**config.mk**
```make
export PLATFORM = sky130hd
export DESIGN_NAME = ldlf_top
export DESIGN_NICKNAME = d
export VERILOG_FILES = /design/src/shared/ldlf_pkg.sv /design/src/shared/ldlf_sw_if.sv /design/src/ldlf_switch_pair.sv /design/src/ldlf_top.sv
export SDC_FILE = /design/constraint.sdc
export NUM_CORES = 1
export LEC_CHECK = 0
export ABC_AREA = 1
export BUFFER_PORTS_ARGS = -buffer_cell sky130_fd_sc_hd__buf_2
export CORE_AREA = 2 2 139 141
export CTS_CLUSTER_DIAMETER = 80
export CTS_CLUSTER_SIZE = 40
export DETAILED_ROUTE_END_ITERATION = 8
export DIE_AREA = 0 0 141 143
export SLEW_MARGIN = 10
export SYNTH_ARGS = -nofsm -noshare
export SYNTH_HDL_FRONTEND = slang
export SYNTH_SLANG_ARGS = --single-unit
```
**constraint.sdc**
```tcl
create_clock -name CORE_CLK -period 1.5 [get_ports CORE_CLK]
set_input_delay 0.3 -clock CORE_CLK [delete_from_list [all_inputs] [get_ports CORE_CLK]]
set_output_delay 0.3 -clock CORE_CLK [all_outputs]
set_load 0.05 [all_outputs]
```
**src/shared/ldlf_pkg.sv**
```systemverilog
// Package with constants and types for the load driver and bus fault block
package ldlf_pkg;
	// ****************************************
	// Field positions
	// ****************************************
	localparam int CTL_ONE_EN = 0;
	localparam int CTL_TWO_EN = 1;
	localparam int CTL_ONE_GATE = 2;
	localparam int CTL_TWO_GATE = 3;
	localparam int ST_ONE_LIMIT = 0;
	localparam int ST_ONE_OPEN = 1;
	localparam int ST_TWO_LIMIT = 2;
	localparam int ST_TWO_OPEN = 3;
	localparam int BST_OVERHEAT = 1;
	localparam int BST_STUCK_LOW = 2;
	localparam int BST_RX_SHORT = 3;
	// ****************************************
	// Reset values and slew codes
	// ****************************************
	localparam logic [1:0] SLEW_RESET = 2'h1;
	localparam logic [1:0] SLEW_10K4 = 2'h0;
	localparam logic [1:0] SLEW_20K = 2'h1;
	localparam logic [1:0] SLEW_FAST = 2'h2;
	localparam logic UV_DISABLE_RESET = 1'h0;
	localparam logic CUTOFF_ENABLE_RESET = 1'h1;
	localparam logic [3:0] CTL_RESET = 4'h0;
	localparam logic [2:0] MASK_RESET = 3'h0;
	// ****************************************
	// Interrupt source codes
	// ****************************************
	localparam logic [3:0] SRC_NONE = 4'h0;
	localparam logic [3:0] SRC_HIGH = 4'h2;
	localparam logic [3:0] SRC_LOW = 4'h3;
	localparam logic [3:0] SRC_BUS = 4'h4;
	localparam logic [3:0] SRC_WAKE = 4'h5;
	// ****************************************
	// Timing
	// ****************************************
	localparam longint CLK_HZ = 20000000;
	localparam longint STUCK_LOW_MS = 1000;
	localparam longint STUCK_LOW_CYC = CLK_HZ * STUCK_LOW_MS / 1000;
	localparam longint WAKE_MIN_NS = 150000;
	localparam longint WAKE_MIN_CYC = (WAKE_MIN_NS * CLK_HZ + 999999999)
		/ 1000000000;
	localparam longint UV_DEGLITCH_NS = 10000;
	localparam longint UV_DEGLITCH_CYC = (UV_DEGLITCH_NS * CLK_HZ
		+ 999999999) / 1000000000;
	// ****************************************
	// Modes
	// ****************************************
	typedef enum logic [3:0] {
		LDLF_NORMAL = 4'h1,
		LDLF_NORMAL_REQ = 4'h2,
		LDLF_STOP = 4'h4,
		LDLF_SLEEP = 4'h8
	} ldlf_mode_t;
	typedef enum logic [2:0] {
		LDLF_TX_ON = 3'h1,
		LDLF_TX_FAULT = 3'h2,
		LDLF_TX_OFF = 3'h4
	} ldlf_tx_t;
endpackage : ldlf_pkg

```
**src/shared/ldlf_sw_if.sv**
```systemverilog
// Interface between top and one switch pair module
`timescale 1ns/1ps
`default_nettype none
interface ldlf_sw_if;
	logic [3:0] ctl;
	logic ctl_wr;
	logic pulse_pin;
	logic overheat;
	logic overvolt_cut;
	logic force_off;
	logic [1:0] open_load;
	logic [1:0] limiting;
	logic [1:0] out_on;
	logic [3:0] status;
	logic heat_event;
	modport top (output ctl, ctl_wr, pulse_pin, overheat, overvolt_cut,
		force_off, open_load, limiting, input out_on, status, heat_event);
	modport sw (input ctl, ctl_wr, pulse_pin, overheat, overvolt_cut,
		force_off, open_load, limiting, output out_on, status, heat_event);
endinterface : ldlf_sw_if
`default_nettype wire

```
**src/ldlf_switch_pair.sv**
```systemverilog
// One pair of load switches with pin gating, diagnostics and shutdown latch
`timescale 1ns/1ps
`default_nettype none
module ldlf_switch_pair
	import ldlf_pkg::*;
(
	input wire logic clk,
	input wire logic rst,
	ldlf_sw_if.sw port
);
	logic latched_off_q;
	logic heat_q;
	logic [1:0] want;
	// Fault latch cleared only by a control write once conditions are gone
	always_ff @(posedge clk) begin
		if (rst) begin
			latched_off_q <= 1'b0;
		end else if (port.overheat || port.overvolt_cut) begin
			latched_off_q <= 1'b1;
		end else if (port.ctl_wr) begin
			latched_off_q <= 1'b0;
		end
	end
	always_ff @(posedge clk) begin
		if (rst) begin
			heat_q <= 1'b0;
		end else begin
			heat_q <= port.overheat;
		end
	end
	assign port.heat_event = port.overheat && !heat_q;
	always_comb begin
		want[0] = port.ctl[CTL_ONE_EN] &&
			(!port.ctl[CTL_ONE_GATE] || port.pulse_pin);
		want[1] = port.ctl[CTL_TWO_EN] &&
			(!port.ctl[CTL_TWO_GATE] || port.pulse_pin);
	end
	always_ff @(posedge clk) begin
		if (rst) begin
			port.out_on <= 2'h0;
		end else if (latched_off_q || port.overheat || port.overvolt_cut
			|| port.force_off) begin
			port.out_on <= 2'h0;
		end else begin
			port.out_on <= want;
		end
	end
	// Overheat shown by all four flags at once
	always_ff @(posedge clk) begin
		if (rst) begin
			port.status <= 4'h0;
		end else if (port.overheat || (latched_off_q && heat_q)) begin
			port.status <= 4'hF;
		end else begin
			port.status[ST_ONE_OPEN] <= port.open_load[0];
			port.status[ST_TWO_OPEN] <= port.open_load[1];
			port.status[ST_ONE_LIMIT] <= port.limiting[0];
			port.status[ST_TWO_LIMIT] <= port.limiting[1];
		end
	end
endmodule : ldlf_switch_pair
`default_nettype wire

```
**src/ldlf_top.sv**
```systemverilog
// Load driver control and bus transceiver fault logic
`timescale 1ns/1ps
`default_nettype none
module ldlf_top
	import ldlf_pkg::*;
#(
	parameter longint STUCK_CYCLES = STUCK_LOW_CYC
) (
	input wire logic CORE_CLK,
	input wire logic SYS_RST,
	input wire ldlf_mode_t MODE,
	input wire logic DIRECT_PULSE_INPUT_PIN,
	input wire logic [3:0] HIGH_SWITCH_CONTROL_REG,
	input wire logic HIGH_CTL_WRITE,
	input wire logic [3:0] LOW_SWITCH_CONTROL_REG,
	input wire logic LOW_CTL_WRITE,
	input wire logic OVERVOLTAGE_CUTOFF_ENABLE,
	input wire logic [1:0] BUS_SLEW_SELECT_IN,
	input wire logic RECEIVE_ONLY_SELECT_IN,
	input wire logic UNDERVOLTAGE_CUTOFF_DISABLE_IN,
	input wire logic BUS_CTL_WRITE,
	input wire logic BUS_STATUS_READ,
	input wire logic HIGH_SWITCH_IRQ_MASK,
	input wire logic LOW_SWITCH_IRQ_MASK,
	input wire logic BUS_FAULT_IRQ_MASK,
	input wire logic SOURCE_READ,
	input wire logic HIGH_OVERHEAT,
	input wire logic LOW_OVERHEAT,
	input wire logic OVERVOLTAGE,
	input wire logic [1:0] HIGH_OPEN_LOAD,
	input wire logic [1:0] HIGH_LIMITING,
	input wire logic [1:0] LOW_OPEN_LOAD,
	input wire logic [1:0] LOW_LIMITING,
	input wire logic SUPPLY_UNDERVOLTAGE,
	input wire logic BUS_DRIVER_OVERHEAT,
	input wire logic TRANSMIT_IN,
	input wire logic BUS_LEVEL,
	input wire logic RECEIVE_PIN_SENSE,
	output logic [1:0] HIGH_OUT_ON,
	output logic [1:0] LOW_OUT_ON,
	output logic [3:0] HIGH_SWITCH_STATUS_REG,
	output logic [3:0] LOW_SWITCH_STATUS_REG,
	output logic [3:0] BUS_STATUS_REG,
	output logic [3:0] INTERRUPT_SOURCE_REG,
	output logic IRQ_N,
	output logic BUS_DRIVE_LOW,
	output logic RECEIVE_OUT,
	output logic [1:0] BUS_SLEW_SELECT,
	output logic RECEIVE_ONLY_SELECT,
	output logic UNDERVOLTAGE_CUTOFF_DISABLE,
	output logic WAKE_EVENT
);
	// ****************************************
	// Switch pairs
	// ****************************************
	ldlf_sw_if hi_if ();
	ldlf_sw_if lo_if ();
	logic low_mode;
	logic ov_cut;
	logic irq_mode;
	assign low_mode = (MODE == LDLF_SLEEP) || (MODE == LDLF_STOP);
	assign irq_mode = !(MODE == LDLF_SLEEP);
	assign ov_cut = OVERVOLTAGE_CUTOFF_ENABLE && OVERVOLTAGE;
	assign hi_if.ctl = HIGH_SWITCH_CONTROL_REG;
	assign hi_if.ctl_wr = HIGH_CTL_WRITE;
	assign hi_if.pulse_pin = DIRECT_PULSE_INPUT_PIN;
	assign hi_if.overheat = HIGH_OVERHEAT;
	assign hi_if.overvolt_cut = ov_cut;
	assign hi_if.force_off = 1'b0;
	assign hi_if.open_load = HIGH_OPEN_LOAD;
	assign hi_if.limiting = HIGH_LIMITING;
	assign lo_if.ctl = LOW_SWITCH_CONTROL_REG;
	assign lo_if.ctl_wr = LOW_CTL_WRITE;
	assign lo_if.pulse_pin = DIRECT_PULSE_INPUT_PIN;
	assign lo_if.overheat = LOW_OVERHEAT;
	assign lo_if.overvolt_cut = ov_cut;
	assign lo_if.force_off = low_mode;
	assign lo_if.open_load = LOW_OPEN_LOAD;
	assign lo_if.limiting = LOW_LIMITING;
	ldlf_switch_pair u_high (.clk(CORE_CLK), .rst(SYS_RST), .port(hi_if));
	ldlf_switch_pair u_low (.clk(CORE_CLK), .rst(SYS_RST), .port(lo_if));
	always_ff @(posedge CORE_CLK) begin
		if (SYS_RST) begin
			HIGH_OUT_ON <= 2'h0;
			LOW_OUT_ON <= 2'h0;
			HIGH_SWITCH_STATUS_REG <= 4'h0;
			LOW_SWITCH_STATUS_REG <= 4'h0;
		end else begin
			HIGH_OUT_ON <= hi_if.out_on;
			LOW_OUT_ON <= lo_if.out_on;
			HIGH_SWITCH_STATUS_REG <= hi_if.status;
			LOW_SWITCH_STATUS_REG <= lo_if.status;
		end
	end
	// ****************************************
	// Bus control fields
	// ****************************************
	always_ff @(posedge CORE_CLK) begin
		if (SYS_RST) begin
			BUS_SLEW_SELECT <= SLEW_RESET;
			UNDERVOLTAGE_CUTOFF_DISABLE <= UV_DISABLE_RESET;
		end else if (BUS_CTL_WRITE) begin
			BUS_SLEW_SELECT <= BUS_SLEW_SELECT_IN;
			UNDERVOLTAGE_CUTOFF_DISABLE <= UNDERVOLTAGE_CUTOFF_DISABLE_IN;
		end
	end
	// ****************************************
	// Bus fault detection
	// ****************************************
	logic [31:0] low_cnt_q;
	logic stuck_q;
	logic [15:0] uv_cnt_q;
	logic uv_q;
	logic rx_prev_q;
	logic rx_short_now;
	logic overheat_q;
	logic short_q;
	logic tx_on;
	logic fault_set;
	ldlf_tx_t tx_q;
	// Transmitter shutdown counter for a stuck low transmit input
	always_ff @(posedge CORE_CLK) begin
		if (SYS_RST || TRANSMIT_IN) begin
			low_cnt_q <= 32'h0;
		end else if (low_cnt_q < 32'(STUCK_CYCLES)) begin
			low_cnt_q <= low_cnt_q + 32'h1;
		end
	end
	always_ff @(posedge CORE_CLK) begin
		if (SYS_RST) begin
			uv_cnt_q <= 16'h0;
			uv_q <= 1'b0;
		end else if (!SUPPLY_UNDERVOLTAGE) begin
			uv_cnt_q <= 16'h0;
			uv_q <= 1'b0;
		end else if (uv_cnt_q < 16'(UV_DEGLITCH_CYC)) begin
			uv_cnt_q <= uv_cnt_q + 16'h1;
		end else begin
			uv_q <= 1'b1;
		end
	end
	// Short seen when the transmitter state is on but the pin disagrees with the bus level
	assign rx_short_now = (tx_q == LDLF_TX_ON) &&
		(RECEIVE_PIN_SENSE != BUS_LEVEL);
	assign fault_set = BUS_DRIVER_OVERHEAT || rx_short_now ||
		(low_cnt_q >= 32'(STUCK_CYCLES));
	always_ff @(posedge CORE_CLK) begin
		if (SYS_RST) begin
			rx_prev_q <= 1'b1;
		end else begin
			rx_prev_q <= RECEIVE_PIN_SENSE;
		end
	end
	// Flag sets win over read clears
	always_ff @(posedge CORE_CLK) begin
		if (SYS_RST) begin
			overheat_q <= 1'b0;
			short_q <= 1'b0;
			stuck_q <= 1'b0;
		end else begin
			if (BUS_DRIVER_OVERHEAT) begin
				overheat_q <= 1'b1;
			end else if (BUS_STATUS_READ) begin
				overheat_q <= 1'b0;
			end
			if (rx_short_now) begin
				short_q <= 1'b1;
			end else if (BUS_STATUS_READ) begin
				short_q <= 1'b0;
			end
			if (low_cnt_q >= 32'(STUCK_CYCLES)) begin
				stuck_q <= 1'b1;
			end else if (BUS_STATUS_READ && TRANSMIT_IN) begin
				stuck_q <= 1'b0;
			end
		end
	end
	// ****************************************
	// Transmitter state
	// ****************************************
	always_ff @(posedge CORE_CLK) begin
		if (SYS_RST) begin
			tx_q <= LDLF_TX_ON;
		end else begin
			case (tx_q)
				LDLF_TX_ON: begin
					if (fault_set) begin
						tx_q <= LDLF_TX_FAULT;
					end
				end
				LDLF_TX_FAULT: begin
					// Re-enable needs input high, overheat gone, rx moved if a short is flagged
					if (TRANSMIT_IN && !BUS_DRIVER_OVERHEAT &&
						(!short_q || RECEIVE_PIN_SENSE != rx_prev_q)) begin
						tx_q <= LDLF_TX_ON;
					end
				end
				default: begin
					tx_q <= LDLF_TX_ON;
				end
			endcase
		end
	end
	assign tx_on = (tx_q == LDLF_TX_ON) && (MODE == LDLF_NORMAL ||
		MODE == LDLF_NORMAL_REQ) && !RECEIVE_ONLY_SELECT;
	// Undervoltage cut only while idle recessive; dominant keeps driving
	always_ff @(posedge CORE_CLK) begin
		if (SYS_RST) begin
			BUS_DRIVE_LOW <= 1'b0;
			RECEIVE_OUT <= 1'b1;
		end else if (!UNDERVOLTAGE_CUTOFF_DISABLE && uv_q && TRANSMIT_IN) begin
			BUS_DRIVE_LOW <= 1'b0;
			RECEIVE_OUT <= 1'b1;
		end else begin
			BUS_DRIVE_LOW <= tx_on && !TRANSMIT_IN;
			RECEIVE_OUT <= BUS_LEVEL;
		end
	end
	always_ff @(posedge CORE_CLK) begin
		if (SYS_RST) begin
			RECEIVE_ONLY_SELECT <= 1'b0;
		end else if (fault_set && tx_q == LDLF_TX_ON) begin
			RECEIVE_ONLY_SELECT <= 1'b1;
		end else if (BUS_CTL_WRITE) begin
			RECEIVE_ONLY_SELECT <= RECEIVE_ONLY_SELECT_IN;
		end
	end
	always_ff @(posedge CORE_CLK) begin
		if (SYS_RST) begin
			BUS_STATUS_REG <= 4'h0;
		end else begin
			BUS_STATUS_REG <= {short_q, stuck_q, overheat_q, 1'b0};
		end
	end
	// ****************************************
	// Wake detection in stop and sleep
	// ****************************************
	logic [15:0] wake_cnt_q;
	always_ff @(posedge CORE_CLK) begin
		if (SYS_RST || !low_mode || RECEIVE_ONLY_SELECT) begin
			wake_cnt_q <= 16'h0;
			WAKE_EVENT <= 1'b0;
		end else if (!BUS_LEVEL) begin
			WAKE_EVENT <= 1'b0;
			if (wake_cnt_q < 16'(WAKE_MIN_CYC)) begin
				wake_cnt_q <= wake_cnt_q + 16'h1;
			end
		end else begin
			WAKE_EVENT <= wake_cnt_q >= 16'(WAKE_MIN_CYC);
			wake_cnt_q <= 16'h0;
		end
	end
	// ****************************************
	// Interrupt source and pin
	// ****************************************
	logic bus_fault_event;
	assign bus_fault_event = fault_set && tx_q == LDLF_TX_ON;
	// Masked sources never latch, so the pin stays high
	always_ff @(posedge CORE_CLK) begin
		if (SYS_RST) begin
			INTERRUPT_SOURCE_REG <= SRC_NONE;
		end else if (irq_mode && hi_if.heat_event && HIGH_SWITCH_IRQ_MASK) begin
			INTERRUPT_SOURCE_REG <= SRC_HIGH;
		end else if (irq_mode && lo_if.heat_event && LOW_SWITCH_IRQ_MASK) begin
			INTERRUPT_SOURCE_REG <= SRC_LOW;
		end else if (irq_mode && bus_fault_event && BUS_FAULT_IRQ_MASK) begin
			INTERRUPT_SOURCE_REG <= SRC_BUS;
		end else if (WAKE_EVENT && MODE == LDLF_STOP) begin
			INTERRUPT_SOURCE_REG <= SRC_WAKE;
		end else if (SOURCE_READ) begin
			INTERRUPT_SOURCE_REG <= SRC_NONE;
		end
	end
	always_ff @(posedge CORE_CLK) begin
		if (SYS_RST) begin
			IRQ_N <= 1'b1;
		end else begin
			IRQ_N <= (INTERRUPT_SOURCE_REG == SRC_NONE);
		end
	end
endmodule : ldlf_top
`default_nettype wire

```
==> impl_metrics.csv <==
group,metric,value,unit
grt,gr-total-overflow,0,
min_path,worst_hold_path_type,"input pin to flop",
setup_path,worstReg2RegEnd,"low_cnt_q[4]",
setup_path,cp_slowest_stage_delay,0.32,ns
pwr,power_leakage,0.003100,uW
routing,wl,12.20,mm
setup_path,crit_path_most_repeated_cell,"sky130_fd_sc_hd__nor2_2",
clock_network,cts.clk_slew.worst_paths,0.05,ns
finish,finalNetCount,882,
finish,nFillCells,1866,
place,hpwlAfterDp,8.695,mm
flow_run,cap_viol_max_count,0,
timing,finalMaxSlewViolations,0,
pwr,max-vdd-ir-drop,0.0007495,V
setup_path,worst-path-buf-inv,3,
yosys,syn_inst,661,
setup_path,worst_setup_path_end_kind,"flop",
timing,rsz0062_at_grt,"yes",
place,buffer_ports.inserted,69,
finish,final_cells,1080,
die,fp.dieArea,20160,um2
timing,tns_setup,-0.2587,ns
place,placedCellCount,1029,
finish,antenna-diode-count,0,
finish,multi_input_comb_area,2335,um2
die,fp.dieH,143,um
timing,timing.final.crit_share,103.9,%
clock_network,clockRootBuffer,"sky130_fd_sc_hd__clkbuf_16",
clock_network,clock_latency,0.41,ns
clock_network,holdBufCountCts,0,
clock_network,cts_max_path_buffers,2,
setup_path,worstPathArrival,1.89,ns
setup_path,cp_num_cells,11,
place,gp_congestion,0.8342,
setup_path,worst_setup_path_startpoint,"low_cnt_q[28]",
setup_path,regToRegStartpoint,"low_cnt_q[28]",
setup_path,reg2regPathDepth,11,
clock_network,clock_tree_from_tritoncts,"done",
grt,groute.usage.overall,12.12,%
finish,layout.area.seq,2285,um2
die,start_util,25.64,%
run_status,violated_checks,"setup timing",
yosys,yosysUniqueCellTypes,33,
clock_network,cts_buffers,17,
grt,grt_start_max_net_pins,19,
routing,dr.first_iter.drc_count,200,
timing,report.final.hold_viol_count,0,
timing,finalSetupViolCount,11,
routing,firstDrtPassIters,6,
routing,drt_drc_violations_left,0,
setup_path,crit_path_max_delay_cell_type,"sky130_fd_sc_hd__dfxtp_2",
setup_path,worstPathMaxFanout,6,
place,place_ws,-0.1868,ns
yosys,synth.cell_area,4763,um2
die,placement_rows,50,
setup_path,cpLargestDelayFamily,"simple AND/OR/NAND/NOR gates",
yosys,synth.ff_latch_count,113,
finish,layout-drive-gt1-share,35.70,%
timing,clock.fmax,641.8,MHz
clock_network,cts_num_sinks,113,
min_path,hold_path.startpoint,"BUS_SLEW_SELECT_IN[0]",
routing,num_vias,4559,
grt,grt_antenna_before_repair,0,
die,die_width,141,um
routing,antenna_violating_nets_post_route,0,
setup_path,rrSetupSlack,-0.06,ns
grt,grt_pass1_wl,19.60,mm
routing,route.detailed.vias_per_inst,4.221,
routing,drt-wirelength-per-cell,11.29,um
yosys,synth_sequential_area_ratio,47.49,%
die,design.core.area,18580,um2
die,num_io_pins,72,
run_status,outcome,"finished with violations",
finish,area_growth,48.54,%
yosys,synth_warnings,0,
setup_path,path_cells,"nor2_2 > nand2_1 > nor2_2 > inv_2 > a21oi_4 > nand2_4 > buf_8 > nor2_4 > buf_6 > o21ai_1 > a21oi_1",
clock_network,cts_htree_levels,4,
setup_path,path_class,"flop to flop",
timing,timing.clock.skew,0.008054,ns
pwr,power.total,7588,uW
timing,timing.final.ws_setup,-0.05812,ns
setup_path,timing.critical_path.to,"low_cnt_q[4]",
timing,final_period_minus_worst_setup_slack,1.558,ns
pwr,power.density_cell_area,1072,nW/um2
setup_path,timing.critical_path.required,1.83,ns
grt,vias_in_the_first_global_route,4252,
yosys,syn_area_per_cell,7.206,um2
setup_path,type_of_origin_of_the_critical_path,"flop",
stage by stage:
stage          instance area (um2)  utilization, %  hold slack [ns]
2_1_floorplan                 4767               -           0.3767
3_3_place_gp                  5907           31.79           0.3900
3_5_place_dp                  5907           31.79           0.3928
4_1_cts                       6605           35.55          0.08445
5_1_grt                       7076           38.08           0.1065
6_report                      7076           38.08          0.09660
Yosys cell counts, drive strengths merged:
cell,instances,area share [%]
clkinv,2,0.16
xnor2,7,1.3
nand4,16,2.1
a211oi,1,0.16
nand3,29,3.0
nand3b,2,0.32
inv,126,9.9
a31oi,2,0.26
buf,6,0.89
a21boi,1,0.16
o31ai,2,0.32
clkbuf,5,0.39
dfxtp,113,47
o21ai,47,4.9
ha,5,1.3
nor3,16,2.2
or2,4,0.58
nor4,6,0.79
conb,1,0.079
nor3b,6,0.95
o21bai,3,0.47
nor2,108,8.9
and3,2,0.26
a21oi,35,3.7
nand2,114,9.0
xor2,2,0.37
repair_timing:
| item | in CTS | in global routing |
|---|---|---|
| resized for setup | 23 | 126 |
| pin swaps | 13 | 47 |
| endpoints found under the setup margin | 33 | 47 |
| endpoints found under the hold margin | 0 | 0 |
| setup buffers | 10 | 10 |
registers in the layout, summed over array words and instances, names as in the netlist, 2 cells and up:
| name | count |
|---|---|
| HIGH_SWITCH_STATUS_REG | 4 |
| LOW_SWITCH_STATUS_REG | 4 |
| uv_cnt_q | 16 |
| BUS_SLEW_SELECT | 2 |
| INTERRUPT_SOURCE_REG | 3 |
| HIGH_OUT_ON | 2 |
| low_cnt_q | 32 |
| u_high.port.out_on | 2 |
| u_high.port.status | 4 |
| u_low.port.status | 4 |
| u_low.port.out_on | 2 |
| BUS_STATUS_REG | 3 |
| LOW_OUT_ON | 2 |
| wake_cnt_q | 16 |
| tx_q | 2 |
area by class of cell:
| type | instances | share of cell area, % |
|---|---|---|
| clock buffer | 22 | 6.561 |
| clock inverter | 10 | 1.556 |
| inverter | 128 | 7.073 |
| multi-input combinational | 410 | 33.00 |
| sequential | 113 | 32.29 |
| tap | 234 | 4.138 |
| timing repair buffer | 163 | 15.38 |
routing by layer:
metal	up-vias	GRT usage (%)	share of wire (%)
li1	2410	-	-
met1	2073	15.31	47
met2	60	19.79	48
met3	16	3.924	3.8
met4	0	3.684	1.2
met5	-	0	0
tightest hold or removal path: stages:
cell                      delay (ns)
sky130_fd_sc_hd__buf_2          0.07
sky130_fd_sc_hd__nand2_1        0.04
sky130_fd_sc_hd__nand3_1        0.06
worst min path at each step:
stage | to | slack, ns | depth (start not counted)
4_1_cts | BUS_SLEW_SELECT[0] | 0.08 | 3
3_5_place_dp | HIGH_OUT_ON[0] | 0.39 | 2
6_report | BUS_SLEW_SELECT[0] | 0.1 | 3
5_1_grt | BUS_SLEW_SELECT[0] | 0.11 | 3
3_3_place_gp | LOW_SWITCH_STATUS_REG[0] | 0.39 | 2
2_1_floorplan | BUS_DRIVE_LOW | 0.38 | 1
cell usage in the layout (no fill, tap or decap), drive strengths merged, types with 3 or more instances in the layout:
master  synthesis  layout
buf             6     163
inv           126     124
nand2         114     114
dfxtp         113     113
nor2          108     108
o21ai          47      47
a21oi          35      35
nand3          29      29
clkbuf          5      22
nand4          16      16
nor3           16      16
clkinv          2      11
xnor2           7       7
nor3b           6       6
nor4            6       6
ha              5       5
or2             4       4
o21bai          3       3
power breakdown:
part / internal (uW) / leakage (uW) / switching (uW)
Combinational: 200 / 0.00189 / 384
Clock: 2520 / 0.000284 / 1370
Sequential: 3090 / 0.000930 / 31.7
logic make-up after synthesis:
kind of cell / share of synthesized area (%)
AO/OA/AOI/OAI: 9.982
XOR/XNOR: 1.655
adder cells (fa/ha/maj): 1.313
buffers and inverters: 11.37
flip-flops: 47.49
other: 0.07873
AND/OR/NAND/NOR: 28.11
(Power assumes the default switching activity.)
